===== config.mk =====
export PLATFORM = sky130hd
export DESIGN_NAME = cir_cache_ident
export DESIGN_NICKNAME = d
export VERILOG_FILES = /design/src/logic/cir_pkg.sv /design/src/logic/cir_cache_ident.sv /design/src/logic/cir_select_bank.sv /design/src/logic/cir_size_encode.sv
export SDC_FILE = /design/constraint.sdc
export NUM_CORES = 1
export LEC_CHECK = 0
export BUFFER_PORTS_ARGS = -buffer_cell sky130_fd_sc_hd__buf_2
export CAP_MARGIN = 20
export CORE_MARGIN = 1.5
export CORE_UTILIZATION = 30
export CTS_BUF_LIST = sky130_fd_sc_hd__clkbuf_16
export CTS_CLUSTER_DIAMETER = 30
export CTS_CLUSTER_SIZE = 10
export DETAILED_ROUTE_END_ITERATION = 7
export GPL_ROUTABILITY_DRIVEN = 0
export PLACE_DENSITY = 0.79
export SYNTH_ARGS = -nofsm -noshare
export SYNTH_HDL_FRONTEND = slang
export SYNTH_SLANG_ARGS = --single-unit

===== constraint.sdc =====
create_clock -name clk_i -period 1.4 [get_ports clk_i]
set_input_delay 0 -clock clk_i [delete_from_list [all_inputs] [get_ports clk_i]]
set_output_delay 0 -clock clk_i [all_outputs]
set_load 0.05 [all_outputs]

===== src/logic/cir_pkg.sv =====
package cir_pkg;

	// ==========================================================
	// Access selectors
	// ==========================================================
	localparam logic [2:0] CIR_OPC1_IDENT = 3'h1;
	localparam logic [2:0] CIR_OPC1_SELECT = 3'h2;
	localparam logic [3:0] CIR_CRN_ZERO = 4'h0;
	localparam logic [3:0] CIR_CRM_ZERO = 4'h0;
	localparam logic [2:0] CIR_OPC2_SIZE = 3'h0;
	localparam logic [2:0] CIR_OPC2_LEVEL = 3'h1;
	localparam logic [2:0] CIR_OPC2_AUX = 3'h7;
	localparam logic [2:0] CIR_OPC2_SELECT = 3'h0;

	// ==========================================================
	// Size identification fields
	// ==========================================================
	localparam logic [3:0] CIR_CAPS_INSTR = 4'h2;
	localparam logic [3:0] CIR_CAPS_DATA = 4'h7;
	localparam logic [14:0] CIR_SETS_16KB = 15'h007f;
	localparam logic [14:0] CIR_SETS_32KB = 15'h00ff;
	localparam logic [14:0] CIR_SETS_64KB = 15'h01ff;
	localparam logic [9:0] CIR_ASSOC_FOUR_WAYS = 10'h003;
	localparam logic [2:0] CIR_LINE_EIGHT_WORDS = 3'h1;
	localparam int CIR_DEFAULT_CACHE_KB = 32;

	// ==========================================================
	// Cache level identification value
	// ==========================================================
	localparam logic [1:0] CIR_LEVEL_RSVD = 2'h0;
	localparam logic [2:0] CIR_UNIFY_LEVEL = 3'h1;
	localparam logic [2:0] CIR_COHERENCY_LEVEL = 3'h1;
	localparam logic [2:0] CIR_INNER_UNIFY_LEVEL = 3'h1;
	localparam logic [17:0] CIR_UPPER_LEVELS_NONE = 18'h00000;
	localparam logic [2:0] CIR_L1_SPLIT = 3'h3;
	localparam logic [31:0] CIR_LEVEL_ID_VALUE = {CIR_LEVEL_RSVD, CIR_UNIFY_LEVEL, CIR_COHERENCY_LEVEL,
		CIR_INNER_UNIFY_LEVEL, CIR_UPPER_LEVELS_NONE, CIR_L1_SPLIT};

	// ==========================================================
	// Other values
	// ==========================================================
	localparam logic [31:0] CIR_AUX_ID_VALUE = 32'h00000000;
	localparam logic CIR_SELECT_RESET = 1'h0;
	localparam int CIR_SELECT_BIT = 0;

	// Target register of an access
	typedef enum {
		CIR_REG_NONE,
		CIR_REG_SIZE,
		CIR_REG_LEVEL,
		CIR_REG_AUX,
		CIR_REG_SELECT
	} cir_reg_t;

	// Decodes the coprocessor selectors into a register
	function automatic cir_reg_t cir_decode(input logic [2:0] opc1, input logic [3:0] crn,
		input logic [3:0] crm, input logic [2:0] opc2);
		cir_reg_t r;
		r = CIR_REG_NONE;
		if (crn == CIR_CRN_ZERO && crm == CIR_CRM_ZERO) begin
			if (opc1 == CIR_OPC1_IDENT && opc2 == CIR_OPC2_SIZE) begin
				r = CIR_REG_SIZE;
			end else if (opc1 == CIR_OPC1_IDENT && opc2 == CIR_OPC2_LEVEL) begin
				r = CIR_REG_LEVEL;
			end else if (opc1 == CIR_OPC1_IDENT && opc2 == CIR_OPC2_AUX) begin
				r = CIR_REG_AUX;
			end else if (opc1 == CIR_OPC1_SELECT && opc2 == CIR_OPC2_SELECT) begin
				r = CIR_REG_SELECT;
			end
		end
		return r;
	endfunction

	// Set count code for a configured cache size
	function automatic logic [14:0] cir_set_code(input int size_kb);
		logic [14:0] c;
		c = CIR_SETS_32KB;
		if (size_kb == 16) begin
			c = CIR_SETS_16KB;
		end else if (size_kb == 64) begin
			c = CIR_SETS_64KB;
		end
		return c;
	endfunction

endpackage


===== src/logic/cir_cache_ident.sv =====
`timescale 1ns/10ps
// What this block does
// [RULE1] Size read reports the currently selected cache
// [RULE2] Bit 31 flags write-through support
// [RULE3] Bit 30 flags write-back support
// [RULE4] Bit 29 flags read-allocation support
// [RULE5] Bit 28 flags write-allocation support
// [RULE6] Set count code follows configured size
// [RULE7] Associativity field reads four ways
// [RULE8] Line length field reads eight words
// [RULE9] Instruction cache capabilities read 0010
// [RULE10] Data cache capabilities read 0111
// [RULE11] Unification and coherency levels read one
// [RULE12] Level one split, higher levels empty
// [RULE13] Auxiliary identification reads as zero
// [RULE14] Selection level field reads zero, ignored
// [RULE15] Selection bit zero picks data/instruction
// [RULE16] Selection register banked per security state
// [RULE17] Identification registers shared by both states
// [RULE18] Access only from privileged modes
// [RULE19] Selection read/write, identification read only
// [RULE20] Unprivileged access raises undefined instruction
// [RULE21] Reserved bits read as zero
module cir_cache_ident #(
	parameter int ICACHE_KB = cir_pkg::CIR_DEFAULT_CACHE_KB,
	parameter int DCACHE_KB = cir_pkg::CIR_DEFAULT_CACHE_KB
) (
	input wire logic clk_i,
	input wire logic srst_i,
	input wire logic acc_valid_i,
	input wire logic acc_write_i,
	input wire logic [2:0] acc_opc1_i,
	input wire logic [3:0] acc_crn_i,
	input wire logic [3:0] acc_crm_i,
	input wire logic [2:0] acc_opc2_i,
	input wire logic [31:0] acc_wdata_i,
	input wire logic acc_priv_i,
	input wire logic acc_secure_i,
	output logic acc_done_o,
	output logic acc_undef_o,
	output logic [31:0] acc_rdata_o
);

	// ==========================================================
	// Declarations
	// ==========================================================
	cir_pkg::cir_reg_t target;
	logic legal;
	logic sel_wr_en;
	logic sel_secure;
	logic sel_nonsec;
	logic cur_sel;
	logic [31:0] size_id;
	logic next_done;
	logic next_undef;
	logic [31:0] next_rdata;

	// ==========================================================
	// Access decode
	// ==========================================================
	always_comb begin
		// Unknown selector combinations decode to none and are refused
		target = cir_pkg::cir_decode(acc_opc1_i, acc_crn_i, acc_crm_i, acc_opc2_i);
		legal = 1'b0;
		// [RULE18] privileged access only
		if (acc_priv_i) begin
			// [RULE19] only selection register takes writes
			unique case (target)
				cir_pkg::CIR_REG_SIZE,
				cir_pkg::CIR_REG_LEVEL,
				cir_pkg::CIR_REG_AUX: legal = !acc_write_i;
				cir_pkg::CIR_REG_SELECT: legal = 1'b1;
				cir_pkg::CIR_REG_NONE: legal = 1'b0;
			endcase
		end
		// [RULE15] software writes the selection bit
		sel_wr_en = acc_valid_i && legal && acc_write_i && target == cir_pkg::CIR_REG_SELECT;
	end

	// ==========================================================
	// Selection register and size encoder
	// ==========================================================
	// A refused write never reaches the bank, so no copy moves
	// [RULE16] banked copy per security state
	cir_select_bank u_bank (
		.clk_i(clk_i),
		.srst_i(srst_i),
		.wr_en_i(sel_wr_en),
		.secure_i(acc_secure_i),
		.wr_sel_i(acc_wdata_i[cir_pkg::CIR_SELECT_BIT]),
		.sel_secure_o(sel_secure),
		.sel_nonsec_o(sel_nonsec),
		.cur_sel_o(cur_sel)
	);

	// [RULE1] size word follows current selection
	cir_size_encode #(
		.ICACHE_KB(ICACHE_KB),
		.DCACHE_KB(DCACHE_KB)
	) u_size (
		.instr_sel_i(cur_sel),
		.size_id_o(size_id)
	);

	// ==========================================================
	// Answer
	// ==========================================================
	// Next answer: one cycle after each access, zero data otherwise
	// Data stays zero outside answers so no stale word looks like a reply
	always_comb begin
		next_done = acc_valid_i;
		next_undef = 1'b0;
		next_rdata = 32'h00000000;
		if (acc_valid_i) begin
			if (!legal) begin
				// [RULE20] no data, no state change
				next_undef = 1'b1;
			end else if (!acc_write_i) begin
				// [RULE17] level and aux words shared by both states; size and selection reads follow the current state's copy
				unique case (target)
					cir_pkg::CIR_REG_SIZE: next_rdata = size_id;
					// [RULE11] [RULE12] constant level word
					cir_pkg::CIR_REG_LEVEL: next_rdata = cir_pkg::CIR_LEVEL_ID_VALUE;
					// [RULE13] unused auxiliary word
					cir_pkg::CIR_REG_AUX: next_rdata = cir_pkg::CIR_AUX_ID_VALUE;
					// [RULE14] [RULE21] only bit zero reads back
					cir_pkg::CIR_REG_SELECT: next_rdata = {31'h00000000, cur_sel};
					cir_pkg::CIR_REG_NONE: next_rdata = 32'h00000000;
				endcase
			end
		end
	end

	// Answer registers
	always_ff @(posedge clk_i) begin
		if (srst_i) begin
			acc_done_o <= 1'b0;
			acc_undef_o <= 1'b0;
			acc_rdata_o <= 32'h00000000;
		end else begin
			acc_done_o <= next_done;
			acc_undef_o <= next_undef;
			acc_rdata_o <= next_rdata;
		end
	end
endmodule


===== src/logic/cir_select_bank.sv =====
`timescale 1ns/10ps
// Banked copies of the cache selection bit, one per security state
module cir_select_bank (
	input wire logic clk_i,
	input wire logic srst_i,
	input wire logic wr_en_i,
	input wire logic secure_i,
	input wire logic wr_sel_i,
	output logic sel_secure_o,
	output logic sel_nonsec_o,
	output logic cur_sel_o
);

	logic next_sel_secure;
	logic next_sel_nonsec;

	// ==========================================================
	// Next value of each copy
	// ==========================================================
	always_comb begin
		next_sel_secure = sel_secure_o;
		next_sel_nonsec = sel_nonsec_o;
		if (wr_en_i && secure_i) begin
			next_sel_secure = wr_sel_i;
		end
		if (wr_en_i && !secure_i) begin
			next_sel_nonsec = wr_sel_i;
		end
	end

	// Copy registers
	always_ff @(posedge clk_i) begin
		if (srst_i) begin
			sel_secure_o <= cir_pkg::CIR_SELECT_RESET;
			sel_nonsec_o <= cir_pkg::CIR_SELECT_RESET;
		end else begin
			sel_secure_o <= next_sel_secure;
			sel_nonsec_o <= next_sel_nonsec;
		end
	end

	// Copy of the current security state
	assign cur_sel_o = secure_i ? sel_secure_o : sel_nonsec_o;

endmodule


===== src/logic/cir_size_encode.sv =====
`timescale 1ns/10ps
// Builds the size identification word of the selected cache
module cir_size_encode #(
	parameter int ICACHE_KB = cir_pkg::CIR_DEFAULT_CACHE_KB,
	parameter int DCACHE_KB = cir_pkg::CIR_DEFAULT_CACHE_KB
) (
	input wire logic instr_sel_i,
	output logic [31:0] size_id_o
);

	logic [3:0] caps;
	logic [14:0] sets;

	// ==========================================================
	// Capability and geometry fields
	// ==========================================================
	always_comb begin
		// [RULE2] [RULE3] [RULE4] [RULE5] [RULE9] [RULE10] capability nibble
		caps = instr_sel_i ? cir_pkg::CIR_CAPS_INSTR : cir_pkg::CIR_CAPS_DATA;
		// [RULE6] set count code
		sets = instr_sel_i ? cir_pkg::cir_set_code(ICACHE_KB) : cir_pkg::cir_set_code(DCACHE_KB);
		// [RULE7] [RULE8] fixed geometry fields
		size_id_o = {caps, sets, cir_pkg::CIR_ASSOC_FOUR_WAYS, cir_pkg::CIR_LINE_EIGHT_WORDS};
	end

endmodule


==> flow_summary.toml <==
[status]
status = "finished, final reports clean"

[logic_synthesis]
synth_top_area_share = 0.334
yosysMostFrequentCell = "buf_4"
avgSynthCellArea_um2 = 8.74
async_flop_share = 0
synth_area_leaders = "buf_4 33%, dfxtp_1 25%, nand4b_4 3.8%"
ys_seq_elements = 8
synthTopCellsByCount = "28 x buf_4, 8 x dfxtp_1, 4 x nand2_1"
synth_top_area_cell = "buf_4"
synthFlopType = "dfxtp_1"
synth_cell_types = 27
syn_inst = 72
synth_edf_count = 0
syn_area_um2 = 629
yosysWarnings = 0
yosysSeqAreaShare = 0.254

[pwr]
leakagePower_nw = 0.439
clkPwrFrac = 0.549
p_comb_frac = 0.185
ir_drop_mv = 0.440
power.switching_w = 0.000240
power_density_nw_per_um2 = 1090
power_w = 0.000876
p_seq_frac = 0.266
p_sw_frac = 0.274
internal-power_w = 0.000635

[drt]
routed_wl_um = 1260
vias = 554
wl_per_cell_um = 9.74
detail-route-antenna-nets = 0
viasPerCell = 4.29
drt_iter0_drc = 10
firstDrtPassIters = 3
drc = 0

[worst_setup_path]
critPathKind = "primary input to flop"
critPathLaunchType = "primary input"
crit_fanout = 4
worstPathArrival_ps = 1440
ff2ff_setup_slack_ps = 530
crit_path_end_kind = "flop"
required_ps = 1550

[sta]
max_freq_mhz = 776
finalSetupTns_ps = 0
maxSlewViolCount = 0
finalClockSkew_ps = 0.119
finalCriticalPeriod_ps = 1290
rsz0062_at_grt = "no"
setup_violations = 0
post-route-period-util = 0.921
hold_violations = 0
whs_ps = 42.5

[clocking]
root_buffer = "clkbuf_16"
cts.sinks = 8
clkSlewWorstSetupHoldPaths_ps = 40
cts_buffers = 3
ctsLongestPathBuffers = 2
cts_setup_buffers = 0
worstSkewPairLatency_ps = 230
cts_tree = "yes"
htree_levels = 1

[placement]
place_inst = 125
port_buffers = 40

[die]
start_util = 0.321
core-area_um2 = 1960
die_w_um = 48.8
design.die.area_um2 = 2380
io_pins = 86
fp-row-count = 16
die_h_um = 48.8

[layout]
final_cells = 129
nFillCells = 220
antenna_cells = 0
finalNetCount = 156
drive_gt1_frac = 0.510
area_delta_synth_final_pct = 27.2

[global_routing]
antenna_found_initial = 0
grt_max_degree = 12
overflow = 0
first_global_vias = 482
grt_use_total = 0.120
grt_first_pass_wirelength_um = 2040

[min_path]
worstHoldPathType = "primary input to flop"

[flow_run]
drv_cap = 0
what timing repair did:
action | CTS | global route
gates resized for setup | 0 | 1
setup endpoints to repair | 0 | 1
hold buffers | 1 | 0
endpoints found under the hold margin | 2 | 0
cells in the final DEF, fill, tap and decap left out:
master	netlist	routed
and4b_1	1	1
nor4_4	1	1
or4_1	1	1
a211oi_1	1	1
inv_1	2	2
nand2b_1	1	1
nand4b_4	1	1
a21oi_1	3	3
nor3_1	2	2
nor3_2	1	1
o21ai_0	1	1
clkbuf_16	0	3
nor2b_1	1	1
nand4_1	3	3
nor2_2	1	1
nand3_1	2	2
a21oi_2	1	1
o41ai_1	2	2
nand2_1	4	4
buf_2	0	40
or4_4	1	1
nor2_1	1	1
and4_1	1	1
conb_1	1	14
buf_4	28	1
mux2_2	1	1
dfxtp_1	8	8
dlygate4sd3_1	0	1
nor3b_1	1	1
nor4_2	0	1
power by group through the flow:
stage               Sequential [W]  Clock, W  Combinational (W)
finish                    0.000233  0.000481           0.000162
global route              0.000233  0.000512           0.000170
global placement          0.000236         0           0.000156
CTS                       0.000233  0.000493           0.000161
floorplan                 0.000247         0           0.000131
detailed placement        0.000236         0           0.000159
kinds of logic after synthesis:
| group | share of synthesized area |
|---|---|
| buf+inv | 0.346 |
| simple gates | 0.290 |
| compound gates | 0.0855 |
| flops | 0.254 |
| mux | 0.0179 |
| other cells | 0.00596 |
routing by layer:
layer  GRT usage  routed length (um)
met1      0.0937                 408
met2       0.212                 631
met3      0.0552                 147
met4       0.114                  68
met5           0                   0
critical path: stages:
cell,delay [ps]
dlygate4sd3_1,530
buf_2,130
nand2b_1,180
or4_1,450
nor3_1,150
flip-flops by register name, summed over array words and instances (netlist names):
signal               count
u_bank.sel_secure_o      1
u_bank.sel_nonsec_o      1
acc_undef_o              1
acc_rdata_o              4
acc_done_o               1
cell type report:
type	instances	area (um2)	area share
clock buffer	3	75.1	0.0938
inverter	2	7.51	0.00938
multi-input combinational	47	307	0.383
sequential	8	160	0.200
tap	27	33.8	0.0422
timing repair buffer	42	218	0.272
final timing paths:
check / endpoint / startpoint / cells past startpoint
setup / recovery: acc_rdata_o[29] / srst_i / 5
hold / removal: u_bank.sel_secure_o / acc_wdata_i[0] / 3
setup reg to reg: acc_rdata_o[0] / u_bank.sel_secure_o / 3
hold reg to reg: u_bank.sel_nonsec_o / u_bank.sel_nonsec_o / 2
metrics by stage:
stage / setup WS (ps) / cell area (um2) / utilization
floorplan: 263 / 678 / -
global placement: 88.9 / 709 / 0.362
detailed placement: 48.8 / 709 / 0.362
CTS: 90.1 / 795 / 0.405
global route: 30.4 / 801 / 0.408
finish: 111 / 801 / 0.408
Power figures use the tool's default switching activity.
